`src/hdl/psf_defines.svh`:
```
/*
  psf_defines.svh: register offsets, field positions and reset values for the
  program status flags block.
  assumes: included by the design module by its bare name.
*/
`ifndef PSF_DEFINES_SVH
`define PSF_DEFINES_SVH

// ---------------------------------------------------------------------------
// register offsets (byte addresses)
// ---------------------------------------------------------------------------
`define PSF_STATUS_OFS      8'h00
`define PSF_BANK_OFS        8'h04

// ---------------------------------------------------------------------------
// field positions
// ---------------------------------------------------------------------------
`define PSF_OVF_BIT         2
`define PSF_USER_BIT        1
`define PSF_BANK_LO_BIT     3
`define PSF_BANK_HI_BIT     4

// ---------------------------------------------------------------------------
// reset values and limits
// ---------------------------------------------------------------------------
`define PSF_OVF_RST         1'b0
`define PSF_USER_RST        1'b0
`define PSF_BANK_RST        2'h0
`define PSF_MUL_LIMIT       16'h00ff

`endif

```
`src/hdl/psf_pkg.sv`:
```
/*
  psf_pkg.sv: types shared by the program status flags block.
  assumes: compiled before the design module.
*/
package psf_pkg;

  // ---------------------------------------------------------------------------
  // arithmetic operation class from instruction decode
  // ---------------------------------------------------------------------------
  typedef enum logic [2:0] {
    PSF_OP_NONE,
    PSF_OP_ADD,
    PSF_OP_ADDC,
    PSF_OP_SUBB,
    PSF_OP_MUL,
    PSF_OP_DIV
  } psf_op_type;

  // ---------------------------------------------------------------------------
  // bus data phase state
  // ---------------------------------------------------------------------------
  typedef enum logic [1:0] {
    PSF_PH_IDLE,
    PSF_PH_READ,
    PSF_PH_WRITE
  } psf_phase_type;

endpackage : psf_pkg

```
`src/hdl/psf_flags.sv`:
```
/*
  psf_flags.sv: overflow flag, user flag and register bank select of the
  program status word, with an AHB-Lite slave for software access.
  assumes: one 40 MHz clock, synchronous active-low reset, ALU operands and
  results valid in the cycle that op_valid_i is high.
  read data are captured at the address edge, so a read straight after a
  write already carries the written value.
  an arithmetic update in the same cycle as a software write to the status
  word wins for the overflow flag; hsize_i is not decoded, whole words only.
*/
// Overview of operation
// - ADD, ADDC or SUBB with two's-complement signed overflow sets the overflow flag.
// - MUL whose product exceeds 255 (upper byte nonzero) sets the overflow flag.
// - DIV with a zero divisor sets the overflow flag.
// - any of those five instructions without its overflow condition clears the flag.
// - the user flag is written only by software and no hardware event changes it.
`timescale 1ns/100ps

`include "psf_defines.svh"

module psf_flags
  import psf_pkg::*;
(
  input  wire logic        clock_i,
  input  wire logic        reset_n_i,
  // ahb-lite slave
  input  wire logic        hsel_i,
  input  wire logic [7:0]  haddr_i,
  input  wire logic [1:0]  htrans_i,
  input  wire logic        hwrite_i,
  input  wire logic [2:0]  hsize_i,
  input  wire logic [31:0] hwdata_i,
  input  wire logic        hready_i,
  output logic      [31:0] hrdata_o,
  output logic             hreadyout_o,
  output logic             hresp_o,
  // alu result path
  input  wire logic        op_valid_i,
  input  wire psf_op_type  op_kind_i,
  input  wire logic [7:0]  op_a_i,
  input  wire logic [7:0]  op_b_i,
  input  wire logic [7:0]  op_sum_i,
  input  wire logic [15:0] op_product_i,
  // register operand path
  input  wire logic [2:0]  reg_index_i,
  output logic      [4:0]  reg_addr_o,
  // flag outputs
  output logic             overflow_flag_o,
  output logic             user_flag_one_o,
  output logic             bank_select_high_o,
  output logic             bank_select_low_o
);

  // ---------------------------------------------------------------------------
  // functions
  // ---------------------------------------------------------------------------
  function automatic logic signed_ovf(input logic sa, input logic sb, input logic ss,
                                      input logic sub);
    logic eb;
    eb = sub ? ~sb : sb;
    signed_ovf = (sa == eb) && (ss != sa);
  endfunction : signed_ovf

  function automatic logic overflow_of(input psf_op_type k, input logic [7:0] a,
                                       input logic [7:0] b, input logic [7:0] s,
                                       input logic [15:0] p);
    case (k)
      PSF_OP_ADD, PSF_OP_ADDC: overflow_of = signed_ovf(a[7], b[7], s[7], 1'b0);
      PSF_OP_SUBB:             overflow_of = signed_ovf(a[7], b[7], s[7], 1'b1);
      PSF_OP_MUL:              overflow_of = (p > `PSF_MUL_LIMIT);
      PSF_OP_DIV:              overflow_of = (b == 8'h00);
      default:                 overflow_of = 1'b0;
    endcase
  endfunction : overflow_of

  // ---------------------------------------------------------------------------
  // state
  // ---------------------------------------------------------------------------
  logic          ovf_r;
  logic          ovf_nxt;
  logic          user_r;
  logic          user_nxt;
  logic [1:0]    bank_r;
  logic [1:0]    bank_nxt;
  psf_phase_type phase_r;
  psf_phase_type phase_nxt;
  logic [7:0]    addr_r;
  logic [7:0]    addr_nxt;
  logic [31:0]   rdata_r;
  logic [31:0]   rdata_nxt;
  logic          arith_op;
  logic          take;
  logic          wr_status;
  logic          wr_bank;

  assign arith_op  = op_valid_i && (op_kind_i != PSF_OP_NONE);
  assign take      = hsel_i && hready_i && htrans_i[1];
  assign wr_status = (phase_r == PSF_PH_WRITE) && (addr_r == `PSF_STATUS_OFS);
  assign wr_bank   = (phase_r == PSF_PH_WRITE) && (addr_r == `PSF_BANK_OFS);

  // ---------------------------------------------------------------------------
  // flags
  // ---------------------------------------------------------------------------
  always_comb begin
    ovf_nxt  = ovf_r;
    user_nxt = user_r;
    bank_nxt = bank_r;
    if (wr_status) begin
      ovf_nxt  = hwdata_i[`PSF_OVF_BIT];
      user_nxt = hwdata_i[`PSF_USER_BIT];
      bank_nxt = hwdata_i[`PSF_BANK_HI_BIT:`PSF_BANK_LO_BIT];
    end
    if (wr_bank) begin
      bank_nxt = hwdata_i[1:0];
    end
    if (arith_op) begin
      ovf_nxt = overflow_of(op_kind_i, op_a_i, op_b_i, op_sum_i, op_product_i);
    end
  end

  always_ff @(posedge clock_i) begin
    if (!reset_n_i) begin
      ovf_r  <= `PSF_OVF_RST;
      user_r <= `PSF_USER_RST;
      bank_r <= `PSF_BANK_RST;
    end else begin
      ovf_r  <= ovf_nxt;
      user_r <= user_nxt;
      bank_r <= bank_nxt;
    end
  end

  // ---------------------------------------------------------------------------
  // bus slave
  // ---------------------------------------------------------------------------
  always_comb begin
    phase_nxt = PSF_PH_IDLE;
    addr_nxt  = addr_r;
    rdata_nxt = rdata_r;
    if (take) begin
      phase_nxt = hwrite_i ? PSF_PH_WRITE : PSF_PH_READ;
      addr_nxt  = haddr_i;
      rdata_nxt = 32'h0000_0000;
      case (haddr_i)
        `PSF_STATUS_OFS: begin
          rdata_nxt[`PSF_BANK_HI_BIT:`PSF_BANK_LO_BIT] = bank_nxt;
          rdata_nxt[`PSF_OVF_BIT]  = ovf_nxt;
          rdata_nxt[`PSF_USER_BIT] = user_nxt;
        end
        `PSF_BANK_OFS: rdata_nxt[1:0] = bank_nxt;
        default:       rdata_nxt = 32'h0000_0000;
      endcase
    end
  end

  always_ff @(posedge clock_i) begin
    if (!reset_n_i) begin
      phase_r <= PSF_PH_IDLE;
      addr_r  <= 8'h00;
      rdata_r <= 32'h0000_0000;
    end else begin
      phase_r <= phase_nxt;
      addr_r  <= addr_nxt;
      rdata_r <= rdata_nxt;
    end
  end

  assign hrdata_o    = rdata_r;
  assign hreadyout_o = 1'b1;
  assign hresp_o     = 1'b0;

  // ---------------------------------------------------------------------------
  // outputs
  // ---------------------------------------------------------------------------
  assign reg_addr_o         = {bank_r, reg_index_i};
  assign overflow_flag_o    = ovf_r;
  assign user_flag_one_o    = user_r;
  assign bank_select_high_o = bank_r[1];
  assign bank_select_low_o  = bank_r[0];

  // ---------------------------------------------------------------------------
  // assertions
  // ---------------------------------------------------------------------------
  property p_add_ovf;
    @(posedge clock_i) disable iff (!reset_n_i)
      (op_valid_i && (op_kind_i == PSF_OP_ADD || op_kind_i == PSF_OP_ADDC))
      |=> (overflow_flag_o == (($past(op_a_i[7]) == $past(op_b_i[7])) &&
                               ($past(op_sum_i[7]) != $past(op_a_i[7]))));
  endproperty
  a_add_ovf: assert property (p_add_ovf) else $error("add overflow wrong");

  property p_subb_ovf;
    @(posedge clock_i) disable iff (!reset_n_i)
      (op_valid_i && op_kind_i == PSF_OP_SUBB)
      |=> (overflow_flag_o == (($past(op_a_i[7]) != $past(op_b_i[7])) &&
                               ($past(op_sum_i[7]) != $past(op_a_i[7]))));
  endproperty
  a_subb_ovf: assert property (p_subb_ovf) else $error("subb overflow wrong");

  property p_mul_ovf;
    @(posedge clock_i) disable iff (!reset_n_i)
      (op_valid_i && op_kind_i == PSF_OP_MUL)
      |=> (overflow_flag_o == ($past(op_product_i[15:8]) != 8'h00));
  endproperty
  a_mul_ovf: assert property (p_mul_ovf) else $error("mul overflow wrong");

  property p_div_zero;
    @(posedge clock_i) disable iff (!reset_n_i)
      (op_valid_i && op_kind_i == PSF_OP_DIV && op_b_i == 8'h00) |=> overflow_flag_o;
  endproperty
  a_div_zero: assert property (p_div_zero) else $error("divide by zero not flagged");

  property p_div_clear;
    @(posedge clock_i) disable iff (!reset_n_i)
      (op_valid_i && op_kind_i == PSF_OP_DIV && op_b_i != 8'h00) |=> !overflow_flag_o;
  endproperty
  a_div_clear: assert property (p_div_clear) else $error("div did not clear flag");

  property p_user_hold;
    @(posedge clock_i) disable iff (!reset_n_i)
      !wr_status |=> $stable(user_flag_one_o);
  endproperty
  a_user_hold: assert property (p_user_hold) else $error("user flag changed by hw");

  property p_bank_addr;
    @(posedge clock_i) disable iff (!reset_n_i)
      wr_bank |=> (reg_addr_o == {$past(hwdata_i[1:0]), reg_index_i});
  endproperty
  a_bank_addr: assert property (p_bank_addr) else $error("register address wrong");

  property p_ovf_hold;
    @(posedge clock_i) disable iff (!reset_n_i)
      (!arith_op && !wr_status) |=> $stable(overflow_flag_o);
  endproperty
  a_ovf_hold: assert property (p_ovf_hold) else $error("overflow flag changed idle");

  // ---------------------------------------------------------------------------
  // software access and reset assertions
  // ---------------------------------------------------------------------------
  property p_ovf_write;
    @(posedge clock_i) disable iff (!reset_n_i)
      (wr_status && !arith_op) |=> (overflow_flag_o == $past(hwdata_i[`PSF_OVF_BIT]));
  endproperty
  a_ovf_write: assert property (p_ovf_write) else $error("overflow flag write lost");

  property p_arith_wins;
    @(posedge clock_i) disable iff (!reset_n_i)
      (wr_status && op_valid_i && op_kind_i == PSF_OP_ADD && op_a_i[7] != op_b_i[7])
      |=> !overflow_flag_o;
  endproperty
  a_arith_wins: assert property (p_arith_wins) else $error("write beat arithmetic");

  property p_user_write;
    @(posedge clock_i) disable iff (!reset_n_i)
      wr_status |=> (user_flag_one_o == $past(hwdata_i[`PSF_USER_BIT]));
  endproperty
  a_user_write: assert property (p_user_write) else $error("user flag write lost");

  property p_bank_write;
    @(posedge clock_i) disable iff (!reset_n_i)
      wr_status
      |=> (reg_addr_o[4:3] == $past(hwdata_i[`PSF_BANK_HI_BIT:`PSF_BANK_LO_BIT]));
  endproperty
  a_bank_write: assert property (p_bank_write) else $error("bank write lost");

  property p_read_status;
    @(posedge clock_i) disable iff (!reset_n_i)
      (take && !hwrite_i && haddr_i == `PSF_STATUS_OFS)
      |=> (hrdata_o == {27'h0, bank_select_high_o, bank_select_low_o, overflow_flag_o,
                        user_flag_one_o, 1'b0});
  endproperty
  a_read_status: assert property (p_read_status) else $error("status read wrong");

  property p_read_bank;
    @(posedge clock_i) disable iff (!reset_n_i)
      (take && !hwrite_i && haddr_i == `PSF_BANK_OFS)
      |=> (hrdata_o == {30'h0, bank_select_high_o, bank_select_low_o});
  endproperty
  a_read_bank: assert property (p_read_bank) else $error("bank read wrong");

  property p_reset_clear;
    @(posedge clock_i)
      !reset_n_i |=> (!overflow_flag_o && !user_flag_one_o && reg_addr_o[4:3] == 2'h0);
  endproperty
  a_reset_clear: assert property (p_reset_clear) else $error("reset did not clear");

  // ---------------------------------------------------------------------------
  // covers
  // ---------------------------------------------------------------------------
  c_mul_ovf: cover property (@(posedge clock_i) disable iff (!reset_n_i)
    op_valid_i && op_kind_i == PSF_OP_MUL ##1 overflow_flag_o);
  c_div_zero: cover property (@(posedge clock_i) disable iff (!reset_n_i)
    op_valid_i && op_kind_i == PSF_OP_DIV && op_b_i == 8'h00);
  c_bank3: cover property (@(posedge clock_i) disable iff (!reset_n_i)
    bank_r == 2'h3);
  c_arith_wins: cover property (@(posedge clock_i) disable iff (!reset_n_i)
    arith_op && wr_status);
  c_user_set: cover property (@(posedge clock_i) disable iff (!reset_n_i)
    wr_status && hwdata_i[`PSF_USER_BIT]);

endmodule : psf_flags

```
`config.mk`:
```
export PLATFORM = sky130hd
export DESIGN_NAME = psf_flags
export DESIGN_NICKNAME = d
export VERILOG_FILES = /design/src/hdl/psf_pkg.sv /design/src/hdl/psf_flags.sv
export VERILOG_INCLUDE_DIRS = /design/src /design/src/hdl
export SDC_FILE = /design/constraint.sdc
export NUM_CORES = 1
export LEC_CHECK = 0
export BUFFER_PORTS_ARGS = -buffer_cell sky130_fd_sc_hd__buf_4
export CAP_MARGIN = 0
export CORE_MARGIN = 2
export CORE_UTILIZATION = 32
export DETAILED_ROUTE_END_ITERATION = 7
export PLACE_DENSITY = 0.79
export SKIP_LAST_GASP = 1
export SYNTH_ARGS = -nofsm -noshare
export SYNTH_HDL_FRONTEND = slang
export SYNTH_SLANG_ARGS = --single-unit
export TNS_END_PERCENT = 30
```
`constraint.sdc`:
```
create_clock -name clock_i -period 2.2 [get_ports clock_i]
set_input_delay 0.22 -clock clock_i [delete_from_list [all_inputs] [get_ports clock_i]]
set_output_delay 0.22 -clock clock_i [all_outputs]
set_load 0.005 [all_outputs]
```
# After elaboration in Yosys (flattened, before gate mapping)

Cells that the tools add are included.
Widths: inputs -> output; s select.

Input bits: 97
Output and inout port bits: 43
Register bits after elaboration: 19

Eq/ne operators: 11
Reductions and logical operators: 13
Multiplexer cells: 10
Order comparisons: 1
Bitwise operators: 1

Operators with widths:

| kind                | count |
|---|---|
| $logic_not 8->1     | 3 |
| $eq 8x3->1 const B  | 2 |
| $gt 16x8->1 const B | 1 |
| $logic_and 1x1->1   | 7 |
| $eq 3x2->1 const B  | 2 |
| $eq 3x3->1 const B  | 2 |
| $mux 2              | 3 |
| $mux 1              | 4 |
| $pmux 1 s4          | 1 |
| $eq 3x1->1 const B  | 1 |
| $mux 3              | 1 |
| $reduce_bool 3->1   | 1 |
| $eq 1x1->1          | 2 |
| $eq 2x2->1 const B  | 1 |
| $pmux 1 s2          | 1 |
| $reduce_and 2->1    | 1 |
| $reduce_or 2->1     | 1 |
| $ne 1x1->1          | 1 |
| $not 1->1           | 1 |

# Logic depth before layout (Yosys ltp)

Depth after elaboration: 6
Gate-level depth with buffers: 5
Depth with buffers taken out: 5

# Worst setup path before layout

OpenSTA, ideal clock, no wires.

Kind: register to register
Start point: register addr_r[6]
End point: register rdata_r[1] (netlist: hrdata_o[1])
Clock period less this slack: 1826 ps
Data arrival time: 1704 ps
Stages on the path, launching flop included: 6
Setup time: 122 ps
Slack: 374 ps
Path through: dfxtp_1 -> or4_4 -> nor4_4 -> mux2i_1 -> nor3_1 -> a311o_1

Longest elaborated chain between the ends: 5
Elaborated cells between the ends (all ways): 8

Ends and longest elaborated chain:

| what                             | RTL line         | text |
|---|---|---|
| from (decl)                      | psf_flags.sv:87  | `logic [7:0] addr_r;` |
| from (signal assigned)           | psf_flags.sv:163 | `addr_r <= addr_nxt;` |
| $logic_not 8->1 (no source line) | n/a              |  |
| $logic_and 1x1->1                | psf_flags.sv:98  | `` assign wr_status = (phase_r == PSF_PH_WRITE) && (addr_r == `PSF_STATUS_OFS); `` |
| $mux 2                           | psf_flags.sv:108 | `if (wr_status) begin` |
| $mux 2                           | psf_flags.sv:113 | `if (wr_bank) begin` |
| $pmux 1 s2 (*)                   | psf_flags.sv:144 | `case (haddr_i)` |
| to (signal assigned)             | psf_flags.sv:164 | `rdata_r <= rdata_nxt;` |
| to (decl)                        | psf_flags.sv:89  | `logic [31:0] rdata_r;` |

Mark *: on every way between the ends. The rest lies on a longest branch, timed or not.
A chain may end at the register's enable or synchronous reset.

# Worst setup path in the final report

Ends and elaborated chain as after synthesis.

==> impl_results.md <==
* Clock group share of total power at 0.274
* Post-Layout Cell Count at 228
* Hold depth at 2
* 1st-iter DRT viols at 13
* Worst path slowest cell: or4_4
* Final WS setup at 0.211 ns
* Seq/Total Area, Yosys at 0.334
* DRT Pass-1 Iters at 4
* VDD IR max at ~0.18 mV
* Commonest non-fill, non-tap cell in the layout: buf_4
* Clk root buf: clkbuf_4
* Inst Count DP at 224
* Final hold slack at between 0.07 and 0.08 ns
* Final period utilization at 0.904
* Synth Cell Area at ~0.0011 mm^2
* Worst reg-to-reg setup slack at 0.21 ns
* Top-Level Pins at 140
* Setup_tns at 0 ns
* Core ar. at 0.00339 mm^2
* Pre-CTS setup slack at 0.220 ns
* Setup Skew at 0.00418 ns
* Worst r2r src: addr_r[6]
* Post-DRT Antenna Nets at 0
* WS Path Type: flop to flop
* R2r worst-path depth at 5
* Post-synthesis cell type count at 32
* Sequential group share of total power at 0.541
* RD Place Congestion at 0.773
* Hold endpoint: phase_r[0]
* R2R Path End: hrdata_o[1]
* Cells along the critical path: or4_4, nor4_4, mux2i_1, nor3_1, a311o_1
* Antenna violations before repair at 0
* Vias in the first global route at 870
* Largest net degree at the start of global routing at 16
* Hold_buf cts at 0
* Die height at 63.7 um
* Worst-Skew Late Latency at roughly 0.30 ns
* CTS tree: built
* Power per Cell Area at 455 mW/mm^2
* Min Clock Period, post-route at 1.99 ns
* # setup viols final at 0
* Crit start category: flop
* # H-tree levels at 1
* Ys Warns at 0
* Switch share at 0.257
* Final nets at 280
* Via density at 4.30
* Critical path data arrival time at 2.19 ns
* CTS Buffer Depth at 2
* Leak at 0.656 nW
* Diode count at 0
* Hold wc startpoint: hwrite_i
* Post-CTS resize count at 0
* Hpwl dp at 1.93 mm
* First-pass GRT wire length at 3.71 mm
* Post-Syn Instances at between 100 and 150
* Chip width at approximately 64 um
* DRC violations left at 0
* Max cap viols at 0
* Crit path capture type: flop
* NetSw at 169 uW
* Layout cell share with drive strength beyond 1 at 0.335
* Final WL at 2.30 mm
* I/O Buffers at 51
* Crit-path max cell delay at between 0.5 and 0.6 ns
* Fmax at 503 MHz
* Most frequent cells in the layout: 51 x buf_4, 29 x conb_1, 20 x nand2_1
* Slew Limit Fails at 0
* Syn Area/Cell at 8.32 um^2
* Sink Count at 19
* Vias at 981
* Flops & latches, synth at 19
* Worst-path clk slew at between 0.1 and 0.15 ns
* Critical path data required time at around 2.4 ns
* GR Util All Layers at 0.115
* RSZ-0062 raised after global routing: false
* HP Class: input port to flop
* Critical path fanouts, max at 2
* Area Overhead vs Synth at 26.8%
* Final Hold Fails at 0
* TritonCTS Buffers at 3
* Initial core utilization at 0.336
* Floorplan row count at 21
* Combinational Power Share at 0.185
* Postcts setup bufs at 0
* Internal power at just under 500 uW
* Die Area at 0.00406 mm^2
* Post-layout total power at 658 uW
* DR WL/cell at 10.1 um
* Remaining Overflow, GRT at 0
* Status: finished clean
-- registers in the layout, indices dropped and copies added, names as in the netlist --
name / flops
phase_r: 2
overflow_flag_o: 1
addr_r: 8
hrdata_o: 5
bank_r: 2
user_flag_one_o: 1
-- Yosys cell counts (all sizes together) --
library cell  instances  area share
buf                  35        0.23
or4b                  1      0.0088
nor2                  6       0.020
nor4                  3       0.030
conb                  2      0.0066
nand4                 2       0.011
nor2b                 2       0.011
dfxtp                19        0.33
a21oi                 8       0.035
and3                  4       0.022
nor3                  5       0.026
o21ai                 4       0.018
mux2i                 5       0.044
or4                   3       0.023
clkbuf                2      0.0066
a31o                  1      0.0077
a22oi                 1       0.011
inv                   1      0.0033
nand2                20       0.066
o31ai                 1      0.0066
nand3                 2      0.0088
a311o                 1      0.0088
nand4b                1      0.0077
nor4b                 1      0.0077
nor3b                 1      0.0066
xor2                  1      0.0077
mux2                  2       0.020
and2                  3       0.016
-- cell families (layout without fill, tap and decap cells) --
logic type | count (synthesis) | count (layout) | synth area share
XOR/XNOR | 1 | 1 | 0.00769
flip-flops | 19 | 19 | 0.334
AO/OA/AOI/OAI | 16 | 16 | 0.0867
AND/OR/NAND/NOR | 54 | 54 | 0.265
buffers and inverters | 38 | 56 | 0.237
other | 2 | 29 | 0.00659
multiplexers | 7 | 7 | 0.0637
-- per-stage QoR --
step	cell area, um^2	utilization
6_report	1450	0.426
5_1_grt	1450	0.426
4_1_cts	1450	0.426
3_5_place_dp	1420	0.417
3_3_place_gp	1420	0.417
2_1_floorplan	1240	-
-- routing by layer --
metal | vias to the layer above | wire [um] | GRT usage
li1 | 498 | - | -
met1 | 430 | 990 | 0.151
met2 | 48 | 1070 | 0.176
met3 | 5 | 191 | 0.0250
met4 | 0 | 51 | 0.0598
met5 | - | 0 | 0
-- how the worst max path moves through the flow --
stage          slack (ns)          end  cells past startpoint       from
3_3_place_gp         0.24  hrdata_o[1]                      5  addr_r[6]
5_1_grt              0.09  hrdata_o[1]                      5  addr_r[6]
4_1_cts              0.20  hrdata_o[1]                      5  addr_r[6]
3_5_place_dp         0.22  hrdata_o[1]                      5  addr_r[6]
2_1_floorplan        0.37  hrdata_o[1]                      5  addr_r[6]
6_report             0.21  hrdata_o[1]                      5  addr_r[6]
-- final cells by class --
cell class | count | area [um^2]
clock buffer | 3 | 22.5
clock inverter | 1 | 7.51
fill | 365 | 1940
inverter | 1 | 3.75
multi-input combinational | 107 | 591
sequential | 19 | 380
tap | 46 | 57.6
timing repair buffer | 51 | 383
-- power by group through the flow --
stage | clock network [mW] | registers (mW) | logic [mW]
2_1_floorplan | 0 | 0.363 | 0.0933
3_3_place_gp | 0 | 0.364 | 0.120
3_5_place_dp | 0 | 0.364 | 0.122
4_1_cts | 0.185 | 0.356 | 0.122
5_1_grt | 0.195 | 0.357 | 0.135
6_report | 0.180 | 0.356 | 0.122
-- worst max-delay path: cells and delay by family, from the launching register on --
family             cells  cell delay (ns)
DFF                    1             0.33
muxes                  1             0.31
AOI/OAI and AO/OA      1             0.33
and+or+nand+nor        3             0.93
Note: power is estimated with default switching activity, not from simulation.
